--- src/inc/usart_clkgen_consts.svh ---
`ifndef USART_CLKGEN_CONSTS_SVH
`define USART_CLKGEN_CONSTS_SVH

// Baud divisor reset value and byte split
`define UCG_DIV_RST      12'h000
`define UCG_DIV_LOW_W    8
// Oversampling ticks per bit in asynchronous operation
`define UCG_OS_NORMAL    5'h10
`define UCG_OS_DOUBLE    5'h08
// Mode select encodings {mode_select_high, mode_select_low}
`define UCG_MSEL_ASYNC   2'h0
`define UCG_MSEL_SYNC    2'h1
`define UCG_MSEL_MSPI    2'h3
// Input synchroniser depth on the serial clock pin
`define UCG_SYNC_STAGES  2

`endif

--- src/inc/usart_clkgen_pkg.sv ---
package usart_clkgen_pkg;

    // Clocking mode, one-hot
    typedef enum logic [4:0] {
        MODE_ASYNC   = 5'b00001,
        MODE_SMASTER = 5'b00010,
        MODE_SSLAVE  = 5'b00100,
        MODE_SPIM    = 5'b01000,
        MODE_HALT    = 5'b10000
    } clk_mode_e;

endpackage

--- src/usart_clkgen.sv ---
`timescale 1ns/100ps
`include "usart_clkgen_consts.svh"
module usart_clkgen
    import usart_clkgen_pkg::*;
#(
    parameter int DIV_W = 12
) (
    // Clock and reset
    input  wire logic             clk,
    input  wire logic             rst,
    // Divisor writes
    input  wire logic [DIV_W-9:0] baud_divisor_high,
    input  wire logic             baud_divisor_high_wr,
    input  wire logic [7:0]       baud_divisor_low,
    input  wire logic             baud_divisor_low_wr,
    // Mode configuration
    input  wire logic             mode_select_high,
    input  wire logic             mode_select_low,
    input  wire logic             double_speed_select,
    input  wire logic             clock_polarity_bit,
    input  wire logic             clock_phase_bit,
    input  wire logic             serial_clock_pin_direction,
    input  wire logic             transmitter_enable_bit,
    input  wire logic             receiver_enable_bit,
    // Serial clock pin
    input  wire logic             serial_clock_pin_in,
    output logic                  serial_clock_pin_out,
    output logic                  serial_clock_pin_oe_n,
    // Timing strobes to the frame engines
    output logic                  tx_shift,
    output logic                  rx_sample,
    // Status
    output logic [DIV_W-1:0]      baud_divisor,
    output logic [4:0]            clock_mode
);

    // Whole divisor needs 9 to 16 bits, so the high half has 1 to 8; refused at elaboration
    if (DIV_W < 9 || DIV_W > 16) begin : g_div_w_check
        $error("usart_clkgen: DIV_W must be 9..16");
    end

    localparam logic [4:0] OS_N = `UCG_OS_NORMAL;
    localparam logic [4:0] OS_D = `UCG_OS_DOUBLE;

    clk_mode_e              mode_ff, nxt_mode;
    logic [DIV_W-1:0]       div_ff, nxt_div;
    logic [DIV_W-1:0]       cnt_ff, nxt_cnt;
    logic [3:0]             os_ff, nxt_os;
    logic [`UCG_SYNC_STAGES:0] sync_ff, nxt_sync;
    logic                   xck_ff, nxt_xck;
    logic                   oe_n_ff, nxt_oe_n;
    logic                   txs_ff, nxt_txs;
    logic                   rxs_ff, nxt_rxs;
    logic                   div_wr, run, tick, os_last;
    logic                   ext_rise, ext_fall, edge_evt, lead_evt;
    logic                   shift_on_lead, rx_ok;

    // Mode decode and divisor register
    always_comb begin
        nxt_mode = MODE_HALT;
        unique case ({mode_select_high, mode_select_low})
            `UCG_MSEL_ASYNC: nxt_mode = MODE_ASYNC;
            `UCG_MSEL_SYNC:  nxt_mode = serial_clock_pin_direction ?
                                        MODE_SMASTER : MODE_SSLAVE;
            // SPI needs the pin as output
            `UCG_MSEL_MSPI:  nxt_mode = serial_clock_pin_direction ?
                                        MODE_SPIM : MODE_HALT;
            default:         nxt_mode = MODE_HALT;
        endcase
        nxt_div = div_ff;
        if (baud_divisor_high_wr) begin
            nxt_div[DIV_W-1:8] = baud_divisor_high;
        end
        if (baud_divisor_low_wr) begin
            nxt_div[7:0] = baud_divisor_low;
        end
    end

    always_ff @(posedge clk or posedge rst) begin
        if (rst) begin
            mode_ff <= MODE_HALT;
            div_ff  <= DIV_W'(`UCG_DIV_RST);
        end else begin
            mode_ff <= nxt_mode;
            div_ff  <= nxt_div;
        end
    end

    assign div_wr = baud_divisor_high_wr | baud_divisor_low_wr;

    // Generator runs only while a frame engine is enabled
    assign run = (mode_ff != MODE_HALT) && (mode_ff != MODE_SSLAVE) &&
                 (transmitter_enable_bit | receiver_enable_bit);
    // counter parked at divisor so zero ticks at once
    assign tick = run && !div_wr && (cnt_ff == '0);
    // 8 samples per bit in double speed
    assign os_last = double_speed_select ? (os_ff == 4'(OS_D - 5'h01))
                                         : (os_ff == 4'(OS_N - 5'h01));

    // the last synchroniser stage feeds the edge detector
    assign ext_rise = sync_ff[`UCG_SYNC_STAGES-1] & ~sync_ff[`UCG_SYNC_STAGES];
    assign ext_fall = ~sync_ff[`UCG_SYNC_STAGES-1] & sync_ff[`UCG_SYNC_STAGES];

    // Edge selection for synchronous modes
    always_comb begin
        edge_evt = 1'b0;
        lead_evt = 1'b0;
        // external edges used only as slave
        if (mode_ff == MODE_SSLAVE) begin
            edge_evt = ext_rise | ext_fall;
            lead_evt = clock_polarity_bit ? ext_fall : ext_rise;
        end else if (mode_ff == MODE_SMASTER || mode_ff == MODE_SPIM) begin
            edge_evt = tick;
            lead_evt = tick && (xck_ff == clock_polarity_bit);
        end
        // phase zero samples the leading edge
        shift_on_lead = (mode_ff == MODE_SPIM) ? clock_phase_bit : 1'b1;
        rx_ok = receiver_enable_bit &&
                (mode_ff != MODE_SPIM || transmitter_enable_bit);
    end

    // Baud counter, oversampler, pin clock and strobes
    always_comb begin
        nxt_cnt  = cnt_ff;
        nxt_os   = os_ff;
        nxt_sync = {sync_ff[`UCG_SYNC_STAGES-1:0], serial_clock_pin_in};
        nxt_xck  = xck_ff;
        nxt_txs  = 1'b0;
        nxt_rxs  = 1'b0;
        // reload on write, idle or zero
        if (div_wr || !run || cnt_ff == '0) begin
            nxt_cnt = nxt_div;
        end else begin
            nxt_cnt = cnt_ff - DIV_W'(1);
        end
        // drive the pin only as master
        nxt_oe_n = !(mode_ff == MODE_SMASTER || mode_ff == MODE_SPIM);
        unique case (mode_ff)
            MODE_ASYNC: begin
                // bit is 16 or 8 baud ticks
                if (tick) begin
                    nxt_os  = os_last ? 4'h0 : os_ff + 4'h1;
                    nxt_txs = transmitter_enable_bit && os_last;
                    nxt_rxs = rx_ok;
                end
                nxt_xck = clock_polarity_bit;
            end
            MODE_SMASTER, MODE_SPIM, MODE_SSLAVE: begin
                nxt_os = 4'h0;
                // toggle per tick halves the rate
                if (mode_ff != MODE_SSLAVE) begin
                    nxt_xck = run ? xck_ff ^ tick : clock_polarity_bit;
                end
                // shift and sample on opposite edges
                nxt_txs = transmitter_enable_bit && edge_evt &&
                          (lead_evt == shift_on_lead);
                nxt_rxs = rx_ok && edge_evt && (lead_evt != shift_on_lead);
            end
            MODE_HALT: begin
                nxt_os  = 4'h0;
                nxt_xck = clock_polarity_bit;
            end
        endcase
    end

    always_ff @(posedge clk or posedge rst) begin
        if (rst) begin
            cnt_ff  <= DIV_W'(`UCG_DIV_RST);
            os_ff   <= 4'h0;
            sync_ff <= '0;
            xck_ff  <= 1'b0;
            oe_n_ff <= 1'b1;
            txs_ff  <= 1'b0;
            rxs_ff  <= 1'b0;
        end else begin
            cnt_ff  <= nxt_cnt;
            os_ff   <= nxt_os;
            sync_ff <= nxt_sync;
            xck_ff  <= nxt_xck;
            oe_n_ff <= nxt_oe_n;
            txs_ff  <= nxt_txs;
            rxs_ff  <= nxt_rxs;
        end
    end

    // Outputs straight from flip-flops
    assign serial_clock_pin_out  = xck_ff;
    assign serial_clock_pin_oe_n = oe_n_ff;
    assign tx_shift              = txs_ff;
    assign rx_sample             = rxs_ff;
    assign baud_divisor          = div_ff;
    assign clock_mode            = mode_ff;
endmodule
--- config.mk ---
export PLATFORM = sky130hd
export DESIGN_NAME = usart_clkgen
export DESIGN_NICKNAME = d
export VERILOG_FILES = /design/src/inc/usart_clkgen_pkg.sv /design/src/usart_clkgen.sv
export VERILOG_INCLUDE_DIRS = /design/src /design/src/inc
export SDC_FILE = /design/constraint.sdc
export NUM_CORES = 1
export LEC_CHECK = 0
export BUFFER_PORTS_ARGS = -buffer_cell sky130_fd_sc_hd__buf_2
export CORE_ASPECT_RATIO = 1.4
export CORE_MARGIN = 1.5
export CORE_UTILIZATION = 45
export CTS_BUF_LIST = sky130_fd_sc_hd__clkbuf_8
export DETAILED_ROUTE_END_ITERATION = 10
export PLACE_DENSITY = 0.69
export SYNTH_ARGS = -nofsm -noshare
export SYNTH_HDL_FRONTEND = slang
export SYNTH_SLANG_ARGS = --single-unit
--- constraint.sdc ---
create_clock -name clk -period 2.05 [get_ports clk]
set_input_delay 0.41 -clock clk [delete_from_list [all_inputs] [get_ports clk]]
set_output_delay 0.41 -clock clk [all_outputs]
set_load 0.01 [all_outputs]
Word-level counts from Yosys, hierarchy flattened:

Index checks and enable logic that the tools add are counted.

* add/subtract/negate cells: 2
* multiply operators: 0
* div/mod/pow operators: 0
* reduce and logical (&&, ||, !) cells: 23
* shift-type cells: 0
* equal/unequal tests: 17
* bitwise operators: 8
* muxes and demuxes: 23
* $lt $le $gt $ge: 0

Operators with widths (number)
* $pmux 5 s3: 1
* $logic_not 12->1: 1
* $mux 12: 1
* $mux 4: 3
* $sub 12x1->12 const B: 1
* $logic_and 1x1->1: 11
* $mux 1: 11
* $mux 8: 1
* $pmux 4 s2: 1
* $pmux 1 s2: 3
* $eq 5x1->1 const B: 1
* $eq 5x2->1 const B: 1
* $eq 5x3->1 const B: 1
* $eq 5x4->1 const B: 1
* $eq 5x5->1 const B: 1
* $mux 5: 1
* $ne 5x3->1 const B: 1
* $ne 5x4->1 const B: 1
* $ne 5x5->1 const B: 1
* $add 4x1->4 const B: 1
* $eq 4x3->1 const B: 1
* $eq 4x4->1 const B: 1
* $logic_or 1x1->1: 4
* $ne 2x2->1 const B: 2
* other kinds (14): 21

* bits in read-only memories: 0
* register bits after elaboration: 40
* bits in latches: 0
* RAM bits: 0
* input bits: 25
* memories: 0

Longest topological paths before layout:

Gate-level depths: netlist (run 1).

* word-level depth: 11
* mapped depth: 7

Worst setup path before layout (run 1):

Ideal clock, no wire load.

* path type: register to register
* from: register cnt_ff[6]
* to: register cnt_ff[10]
* cell stages (with the launch flop): 7
* path buffers: 1
* path slack: 0.095 ns
* arrival: 1.830 ns
* data required time: 1.925 ns
* clock period less this slack: 1.955 ns
* path through: dfrtp_1 or4_4 nor4_4 nand2_1 nand2_1 buf_4 mux2_2

* longest elaborated chain between the ends: 3

RTL lines
* start, declared: RTL line usart_clkgen.sv:47 `logic [DIV_W-1:0] cnt_ff, nxt_cnt;`
* start signal, assigned: RTL line usart_clkgen.sv:168 `` cnt_ff <= DIV_W'(`UCG_DIV_RST); ``
* start signal, assigned: RTL line usart_clkgen.sv:176 `cnt_ff <= nxt_cnt;`
* parallel branches: the longest is 2 deep, another holds $sub 12x1->12
* $mux 12 (*): RTL line usart_clkgen.sv:131 `if (div_wr || !run || cnt_ff == '0) begin`
* via nxt_cnt[10]: RTL line usart_clkgen.sv:47

Mark *: on every way through the listed nets, which the timed path passes.
A chain may end at the register's enable or synchronous reset.

Worst setup path in the final report (run 1):

* from: register cnt_ff[4]
* to: register cnt_ff[6]

Same word-level chain as after synthesis.

==> results of run 1 <==
worst max-delay path by stage:
stage | startpoint | end | slack, ns
2_1_floorplan | cnt_ff[6] | cnt_ff[10] | 0.1
3_3_place_gp | cnt_ff[6] | cnt_ff[4] | 0.09
3_5_place_dp | cnt_ff[6] | cnt_ff[10] | 0.04
4_1_cts | cnt_ff[6] | cnt_ff[6] | 0.03
5_1_grt | cnt_ff[7] | cnt_ff[7] | -0.07
6_report | cnt_ff[4] | cnt_ff[6] | 0.0001
power by group:
part,leakage (nW),switching (mW),internal (mW)
registers,0.481,0.0830,0.886
clock network,0.0557,0.256,0.302
logic,0.713,0.206,0.228
flip-flops by register name (all words and copies together) (netlist names):
name,cells
serial_clock_pin_oe_n,1
serial_clock_pin_out,1
tx_shift,1
sync_ff,3
rx_sample,1
cnt_ff,12
clock_mode,5
os_ff,4
baud_divisor,12
repair_timing:
item | 4_1_cts | 5_1_grt
buffers inserted | 0 | 2
endpoints found under the setup margin | 0 | 17
resized for setup | 0 | 16
hold buffers | 0 | 0
cell families (layout without fill, tap and decap cells):
family | Yosys count | after routing | share of synthesized area [%]
buffers and inverters | 15 | 76 | 2.984
and+or+nand+nor | 59 | 59 | 15.65
xor gates and xnor gates | 15 | 15 | 6.395
muxes | 26 | 26 | 14.13
AOI/OAI and AO/OA | 28 | 28 | 8.953
DFF | 40 | 40 | 48.84
adders and majority gates | 5 | 5 | 3.045
synthesized netlist by cell type (all sizes together), types with 2 or more instances:
library cell / instances / area share, %
clkbuf: 3 / 0.55
nand3: 6 / 1.5
dfstp: 2 / 2.6
o221a: 2 / 1.1
a211oi: 4 / 1.7
nand2b: 2 / 0.61
o22ai: 2 / 0.61
xnor2: 8 / 3.4
ha: 5 / 3.0
nor4: 4 / 1.9
xor2: 7 / 3.0
buf: 2 / 0.61
nand2: 12 / 2.2
mux2i: 2 / 0.97
inv: 10 / 1.8
mux2: 24 / 13
and3: 5 / 1.8
dfrtp: 38 / 46
nor2: 16 / 2.9
o21ai: 8 / 1.9
a21oi: 9 / 2.4
nor3b: 2 / 0.73
nor3: 5 / 1.2
stage by stage:
step	TNS [ns]	instances	area, µm²
floorplan	0	188	2054
global placement	0	299	2414
detailed placement	0	299	2414
CTS	0	307	2514
global route	-1.061	309	2587
finish	0	309	2587
metal layers:
metal  track usage [%]  wire length (µm)  vias to the layer above
li1                  -                 -                      785
met1             21.65              1746                      765
met2             30.63              2148                       39
met3             3.894               167                        6
met4             8.081                64                        0
met5                 0                 0                        -
tightest hold or removal path, delay by kind of cell:
family,cells,cell delay (ns)
buffers and inverters,3,0.54
area by class of cell:
| cell class | instances | area share (%) |
|---|---|---|
| clock buffers | 7 | 3.723 |
| clock inverters | 1 | 0.1451 |
| inverters | 10 | 1.451 |
| multi-input cells | 133 | 40.09 |
| flip-flops and latches | 40 | 38.78 |
| well taps | 60 | 2.901 |
| repair buffers | 58 | 12.91 |
==> metrics.cfg, run 1 <==
[synth]
synth_ff_type = dfrtp_1
ys_async_sr_fraction_pct = 100.0
synthesis.nets = 218
ys_types = 39
yosysWarnings = 0
avgSynthCellArea_um2 = 10.93
syn_inst = 188
synth-edff-count = 0
ys_seq_elements = 40
ys_seq_area_share_pct = 48.84
netlist_area_um2 = 2054

[sta]
worst_slew_margin_rel_pct = 67.66
rsz0062_at_grt = true
fin_crit_ns = 2.050
fmax_mhz = 487.8
post-route-period-util_pct = 100.0
final-hold-violation-count = 0
setup_slack_ns = 0.00009837
clock_skew_ns = 0.004937
final-setup-viol-count = 0
tightest_slew_ns = 0.4851
slew_violations = 0
hold_ws_ns = 0.2208

[hold_path]
min_path_type = in -> async

[critical_path]
crit_slowest_cell = or4_4
crit_family = simple AND/OR/NAND/NOR gates
ff2ff_setup_slack_ns = 0.0001
worst_r2r_path_depth = 6
crit_chain = or4_4 -> nor4_4 -> nand2_1 -> nand2_2 -> buf_8 -> mux2_4
crit_type = reg -> reg
cp_num_cells = 6
r2r-end = cnt_ff[6]
required_ns = 2.22
crit_path_end_kind = register
crit_fanout = 7
cp.arrival_ns = 2.22
r2r-start = cnt_ff[4]
cp-start-kind = register
worst-path-buf-inv = 1
critPathMaxStageDelay_ns = 0.56

[drt]
post-route-drc-count = 0
drt_iter0_drc = 82
postRouteAntennaNets = 0
dr.pass1.iters = 4
routed_wl_mm = 4.126
avgRoutedWirePerCell_um = 13.35
vias = 1595
vias_per_cell = 5.162

[clock_tree]
cts_tree = built
clkLatencyLatePin_ns = 0.29
clockBufferDepth = 2
cts_buffers = 5
clockRootBuffer = clkbuf_8
clk_pin_slew_ns = 0.07
htree_levels = 2
clkSinkCount = 40

[placed_design]
dpl_worst_slack_ns = 0.04427
gp_congestion = 0.8521
io_buffers = 45
hpwl_mm = 3.091

[cells_and_area]
final_util_pct = 60.05
fin_nets = 278
layout_common_cells = 45 x buf_2, 38 x dfrtp_1, 16 x nor2_1
fillers = 402
multi_input_area_um2 = 1037
ff_latch_area_um2 = 1003
diodes = 0
drive_above_1_share_pct = 39.36
layout_commonest_cell = buf_2
synthToLayoutAreaGrowth_pct = 25.94

[floorplan]
die_area_um2 = 4985
num_io_pins = 46
core_area_um2 = 4309
die-height_um = 82.95
fp.dieW_um = 60.11
initial_core_util_pct = 47.68
core.rowCount = 28

[run]
drv_cap = 0

[run_status]
status = finished clean

[power]
powerDensity_nw_per_um2 = 758.2
ir_drop_uv = 473.4
p_leak_nw = 1.249
finalPower_mw = 1.962

[global_route]
grt_pass1_vias = 1643
overflow = 0
grt_pass1_wl_mm = 7.051
grt_start_max_net_pins = 41
antenna_found_initial = 0
grt.total_usage_pct = 18.28

No activity file was read; power rests on OpenSTA's default activity.
==> inputs of run 2 (changes only) <==
--- a/config.mk
+++ b/config.mk
@@ -12,7 +12,7 @@
 export CORE_UTILIZATION = 45
 export CTS_BUF_LIST = sky130_fd_sc_hd__clkbuf_8
 export DETAILED_ROUTE_END_ITERATION = 10
-export PLACE_DENSITY = 0.69
+export PLACE_DENSITY = 0.76
 export SYNTH_ARGS = -nofsm -noshare
 export SYNTH_HDL_FRONTEND = slang
 export SYNTH_SLANG_ARGS = --single-unit
==> run 2 against run 1 <==
  * Clock power is 5.4% lower
  * Critical endpoint is now cnt_ff[8]
  * Largest cell class unchanged
  * Critical path type unchanged
  * Global-route usage is 0.81 points higher
  * Non-clock buffer count is 3 lower
  * Critical path depth stayed put
  * Via count is 1.1% lower
  * Clock-buffer cell count is 1 lower
  * Highest routed layer unchanged
  * Clock skew hardly changed
  * Die area stayed put
==> metrics.cfg, run 2 (same netlist as run 1, synthesis figures left out) <==
[placed_design]
placed_area_um2 = 2406  ; was 2414 µm²
io_buffers = 45  ; unchanged
placed_cells = 298  ; was 299
hpwl_mm = 3.127  ; was 3.091 mm
gp_congestion = 0.9223  ; was 0.8521
dpl_worst_slack_ns = 0.04891  ; was 0.04427 ns

[sta]
final-setup-viol-count = 0  ; unchanged
hold_ws_ns = 0.2241  ; was 0.2208 ns
tightest_slew_ns = 0.4990  ; was 0.4851 ns
clock_skew_ns = 0.004747  ; was 0.004937 ns
worst_slew_margin_rel_pct = 66.74  ; was 67.66%
rsz0062_at_grt = true  ; unchanged
post-route-period-util_pct = 97.62  ; was 100.0%
setup_slack_ns = 0.04876  ; was 0.00009837 ns
fin_crit_ns = 2.001  ; was 2.050 ns
fmax_mhz = 499.7  ; was 487.8 MHz
slew_violations = 0  ; unchanged
final-hold-violation-count = 0  ; unchanged

[clock_tree]
cts_buffers = 5  ; unchanged
clkLatencyLatePin_ns = 0.29  ; about the same
htree_levels = 2  ; unchanged
post_cts_buffers = 0  ; unchanged
clkSinkCount = 40  ; unchanged
cts-hold-fix-buffers = 0  ; unchanged
cts_resized = 0  ; unchanged
clockBufferDepth = 2  ; unchanged
clockRootBuffer = clkbuf_8  ; unchanged
cts_tree = built  ; unchanged
clk_pin_slew_ns = 0.07  ; about the same

[cells_and_area]
layout_common_cells = 45 x buf_2, 38 x dfrtp_1, 18 x mux2_2  ; was 45 x buf_2, 38 x dfrtp_1, 16 x nor2_1
fin_area_um2 = 2529  ; was 2587 µm²
fin_nets = 275  ; was 278
layout_commonest_cell = buf_2  ; unchanged
synthToLayoutAreaGrowth_pct = 23.08  ; was 25.94%
drive_above_1_share_pct = 38.21  ; was 39.36%
final_cell_count_no_fill = 306  ; was 309
diodes = 0  ; unchanged

[critical_path]
cp-start-kind = register  ; unchanged
critPathMaxStageDelay_ns = 0.58  ; was 0.56 ns
crit_path_end_kind = register  ; unchanged
cp.arrival_ns = 2.18  ; was 2.22 ns
worst-path-buf-inv = 1  ; unchanged
crit_chain = or4_4 -> nor4_4 -> nand2_1 -> nand2_2 -> buf_8 -> mux2_2  ; was or4_4 -> nor4_4 -> nand2_1 -> nand2_2 -> buf_8 -> mux2_4
required_ns = 2.23  ; was 2.22 ns
crit_family = simple AND/OR/NAND/NOR gates  ; unchanged
crit_slowest_cell = or4_4  ; unchanged
crit_type = reg -> reg  ; unchanged
crit_fanout = 8  ; was 7

[floorplan]
num_io_pins = 46  ; unchanged
die_area_um2 = 4985  ; unchanged
core_area_um2 = 4309  ; unchanged
fp.dieW_um = 60.11  ; unchanged
core.rowCount = 28  ; unchanged
initial_core_util_pct = 47.68  ; unchanged
die-height_um = 82.95  ; unchanged

[power]
powerDensity_nw_per_um2 = 757.6  ; was 758.2 nW/µm²
p_leak_nw = 1.201  ; was 1.249 nW
ir_drop_uv = 457.1  ; was 473.4 µV
finalPower_mw = 1.916  ; was 1.962 mW

[global_route]
grt_pass1_vias = 1622  ; was 1,643
grt.total_usage_pct = 19.09  ; was 18.28%
grt_start_max_net_pins = 41  ; unchanged
antenna_found_initial = 0  ; unchanged
grt_pass1_wl_mm = 7.238  ; was 7.051 mm
overflow = 0  ; unchanged

[drt]
post-route-drc-count = 0  ; unchanged
routed_wl_mm = 4.215  ; was 4.126 mm
avgRoutedWirePerCell_um = 13.77  ; was 13.35 µm
drt_iter0_drc = 89  ; was 82
postRouteAntennaNets = 0  ; unchanged
vias = 1578  ; was 1,595
vias_per_cell = 5.157  ; was 5.162
dr.pass1.iters = 4  ; unchanged

[run]
drv_cap = 0  ; unchanged

[run_status]
status = finished clean  ; unchanged

[hold_path]
min_path_type = in -> async  ; unchanged

## run 2: changes by cell type in the layout (fill, tap and decap cells not counted)
cell      previous run  this run
clkbuf_8             7         6
mux2_2              12        18
buf_4               11         9
inv_1               11        12
buf_6                1         0
mux2_4              12         6
## run 2: per-layer routing
metal	track usage (%)	wire, µm	up-vias
met5	0	0	-
met3	4.206	125	9
met1	21.67	1720	762
li1	-	-	776
met2	33.30	2278	31
met4	7.475	91	0
## run 2: worst paths after layout
| path | from | to | slack, ns | depth (start not counted) |
|---|---|---|---|---|
| setup / recovery | cnt_ff[6] | cnt_ff[8] | 0.05 | 6 |
| hold / removal | rst | cnt_ff[3] | 0.22 | 3 |
| setup reg to reg | cnt_ff[6] | cnt_ff[8] | 0.05 | 6 |
| hold reg to reg | sync_ff[0] | sync_ff[1] | 0.35 | 0 |
| max in group asynchronous | rst | serial_clock_pin_oe_n | 1.47 | 3 |
| min in group clk | serial_clock_pin_in | sync_ff[0] | 0.23 | 1 |
## run 2: area by class of cell
type | count | area (µm²)
fillers | 380 | 1780
multi-input cells | 133 | 1015
flip-flops and latches | 40 | 1003
repair buffers | 55 | 307.8
clock buffers | 6 | 82.58
well taps | 60 | 75.07
inverters | 10 | 37.54
clock inverters | 2 | 7.507
## run 2: power breakdown
group          switching (mW)  internal (mW)  total (mW)  leakage (nW)
registers              0.0860          0.886       0.972         0.481
logic                   0.204          0.211       0.415         0.667
clock network           0.264          0.264       0.528        0.0538
total                   0.554           1.36        1.92          1.20
## run 2: stage by stage
step,setup TNS (ns),utilization [%]
floorplan,0,-
global placement,0,55.84
detailed placement,0,55.84
CTS,0,57.93
global route,-0.6348,58.68
finish,0,58.68
## run 2: worst min-delay path: cells and delay by family
family                 cells  cell delay (ns)
buffers and inverters      3             0.55
==> inputs of run 3 (changes only) <==
--- a/config.mk
+++ b/config.mk
@@ -11,7 +11,9 @@
 export CORE_MARGIN = 1.5
 export CORE_UTILIZATION = 45
 export CTS_BUF_LIST = sky130_fd_sc_hd__clkbuf_8
+export CTS_CLUSTER_DIAMETER = 120
 export DETAILED_ROUTE_END_ITERATION = 10
+export MAX_ROUTING_LAYER = met4
 export PLACE_DENSITY = 0.76
 export SYNTH_ARGS = -nofsm -noshare
 export SYNTH_HDL_FRONTEND = slang
==> run 3 against run 2 <==
  * The flow now finishes with violations (setup timing)
  * Worst hold slack got worse by 0.0073 ns
  * Final cell count is 1.6% higher
  * Critical path type unchanged
  * Power up 7.3%
  * Highest routed layer unchanged
==> metrics.cfg, run 3 (same netlist as run 1, synthesis figures left out) <==
[global_route]
antenna_found_initial = 0  ; unchanged
grt_pass1_vias = 1677  ; was 1,622
grt_pass1_wl_mm = 7.051  ; was 7.238 mm
grt.total_usage_pct = 18.64  ; was 19.09%
overflow = 0  ; unchanged
grt_start_max_net_pins = 41  ; unchanged

[sta]
rsz0062_at_grt = true  ; unchanged
tightest_slew_ns = 0.5102  ; was 0.4990 ns
fmax_mhz = 472.3  ; was 499.7 MHz
post-route-period-util_pct = 103.3  ; was 97.62%
slew_violations = 0  ; unchanged
fin_crit_ns = 2.117  ; was 2.001 ns
final-setup-viol-count = 13  ; was 0
setup_slack_ns = -0.06720  ; was 0.04876 ns
final-hold-violation-count = 0  ; unchanged
clock_skew_ns = 0.004134  ; was 0.004747 ns
worst_slew_margin_rel_pct = 65.99  ; was 66.74%

[critical_path]
cp.arrival_ns = 2.29  ; was 2.18 ns
ff2ff_setup_slack_ns = -0.07  ; was 0.05 ns
critPathMaxStageDelay_ns = 0.57  ; was 0.58 ns
crit_chain = or4_4 -> nor4_4 -> buf_4 -> nand3_2 -> nand2_2 -> o21ai_0 -> a22o_1  ; was or4_4 -> nor4_4 -> nand2_1 -> nand2_2 -> buf_8 -> mux2_2
worst_r2r_path_depth = 7  ; was 6
r2r-start = cnt_ff[4]  ; was cnt_ff[6]
crit_path_end_kind = register  ; unchanged
crit_fanout = 4  ; was 8
required_ns = 2.23  ; about the same
crit_type = reg -> reg  ; unchanged
crit_slowest_cell = or4_4  ; unchanged
cp-start-kind = register  ; unchanged
r2r-end = os_ff[2]  ; was cnt_ff[8]

[drt]
postRouteAntennaNets = 0  ; unchanged
vias = 1614  ; was 1,578
routed_wl_mm = 4.397  ; was 4.215 mm
post-route-drc-count = 0  ; unchanged
avgRoutedWirePerCell_um = 14.14  ; was 13.77 µm
drt_iter0_drc = 121  ; was 89
vias_per_cell = 5.190  ; was 5.157
dr.pass1.iters = 4  ; unchanged

[clock_tree]
clkSinkCount = 40  ; unchanged
clockBufferDepth = 2  ; unchanged
clockRootBuffer = clkbuf_8  ; unchanged
clk_pin_slew_ns = 0.08  ; was 0.07 ns
htree_levels = 2  ; unchanged
clkLatencyLatePin_ns = 0.29  ; about the same
cts_tree = built  ; unchanged
cts_buffers = 5  ; unchanged

[cells_and_area]
final_util_pct = 61.79  ; was 58.68%
fin_area_um2 = 2663  ; was 2529 µm²
layout_commonest_cell = buf_2  ; unchanged
diodes = 0  ; unchanged
synthToLayoutAreaGrowth_pct = 29.60  ; was 23.08%
fin_nets = 280  ; was 275
layout_common_cells = 45 x buf_2, 38 x dfrtp_1, 16 x nor2_1  ; was 45 x buf_2, 38 x dfrtp_1, 18 x mux2_2
final_cell_count_no_fill = 311  ; was 306
drive_above_1_share_pct = 42.23  ; was 38.21%

[floorplan]
die_area_um2 = 4985  ; unchanged
num_io_pins = 46  ; unchanged
initial_core_util_pct = 47.68  ; unchanged
core.rowCount = 28  ; unchanged
fp.dieW_um = 60.11  ; unchanged
die-height_um = 82.95  ; unchanged
core_area_um2 = 4309  ; unchanged

[power]
clkPwrFrac_pct = 31.0  ; was 27.6%
powerDensity_nw_per_um2 = 771.7  ; was 757.6 nW/µm²
p_int_mw = 1.477  ; was 1.362 mW
ir_drop_uv = 572.5  ; was 457.1 µV
p_seq_share_pct = 47.4  ; was 50.8%
p_leak_nw = 1.282  ; was 1.201 nW
p_sw_mw = 0.5774  ; was 0.5539 mW
swShare_pct = 28.10  ; was 28.91%
combPwrFrac_pct = 21.7  ; about the same

[hold_path]
hold_end = sync_ff[0]
hold_path.startpoint = serial_clock_pin_in
holdPathStages = 1
min_path_type = in -> reg  ; was in -> async

[placed_design]
io_buffers = 45  ; unchanged
placed_cells = 298  ; unchanged
hpwl_mm = 3.090  ; was 3.127 mm
gp_congestion = 0.8898  ; was 0.9223
placed_area_um2 = 2419  ; was 2406 µm²

[run_status]
status = finished with violations  ; was finished clean
failed_checks = setup timing

[run]
drv_cap = 0  ; unchanged

-- run 3: cell count changes in the layout (fill, tap and decap cells not counted), moves of 2 or more --
cell,previous run,this run
mux2_2,18,15
mux2_4,6,9
buf_4,9,11
buf_6,0,2
inv_1,12,10
nand2_1,11,9
nand2_4,0,2
-- run 3: how the worst max path moves through the flow --
stage,start,cells after the start,slack [ns],to
finish,cnt_ff[4],7,-0.07,os_ff[2]
global route,cnt_ff[7],7,-0.12,os_ff[2]
detailed placement,cnt_ff[6],6,0.04,cnt_ff[8]
global placement,cnt_ff[6],6,0.08,cnt_ff[7]
floorplan,cnt_ff[6],6,0.1,cnt_ff[10]
CTS,cnt_ff[6],6,0.02,cnt_ff[8]
-- run 3: what timing repair did --
action	in CTS	in global routing
gates resized for setup	0	19
endpoints found under the setup margin	0	16
setup buffers	0	4
hold buffers	0	0
-- run 3: power by group through the flow --
stage               Sequential (mW)  Clock (mW)  Combinational (mW)
floorplan                     0.985           0               0.256
global placement              0.982           0               0.389
detailed placement            0.987           0               0.399
CTS                           0.972       0.657               0.404
global route                  0.988       0.688               0.495
finish                        0.973       0.636               0.445
-- run 3: cell type report --
type | instances | area [µm²]
clock buffer | 5 | 68.82
clock inverter | 3 | 42.54
fill | 384 | 1647
inverter | 10 | 37.54
multi-input combinational | 133 | 1060
sequential | 40 | 1003
tap | 60 | 75.07
timing repair buffer | 60 | 375.4
-- run 3: stage by stage --
stage / hold slack, ns / worst slack [ns] / power, mW / setup TNS [ns]
2_1_floorplan: 0.3312 / 0.09535 / 1.241 / 0
3_3_place_gp: 0.3539 / 0.08398 / 1.371 / 0
3_5_place_dp: 0.3562 / 0.04338 / 1.386 / 0
4_1_cts: 0.2084 / 0.02453 / 2.033 / 0
5_1_grt: 0.2135 / -0.1205 / 2.171 / -0.8702
6_report: 0.2168 / -0.06720 / 2.055 / -0.2281
-- run 3: critical path: cells and delay by family, from the launching register on --
family                 cells  cell delay [ns]
buffers and inverters      1             0.18
AOI/OAI and AO/OA          2             0.32
DFF                        1             0.39
and+or+nand+nor            4             1.09
-- run 3: routing by layer --
metal	track usage, %	share of wire (%)	up-vias	wire (µm)
met2	32.11	55	39	2405
met4	6.263	1.1	0	47
met3	3.583	3.5	5	156
met5	-	0	-	0
met1	20.83	41	781	1787
li1	-	-	789	-
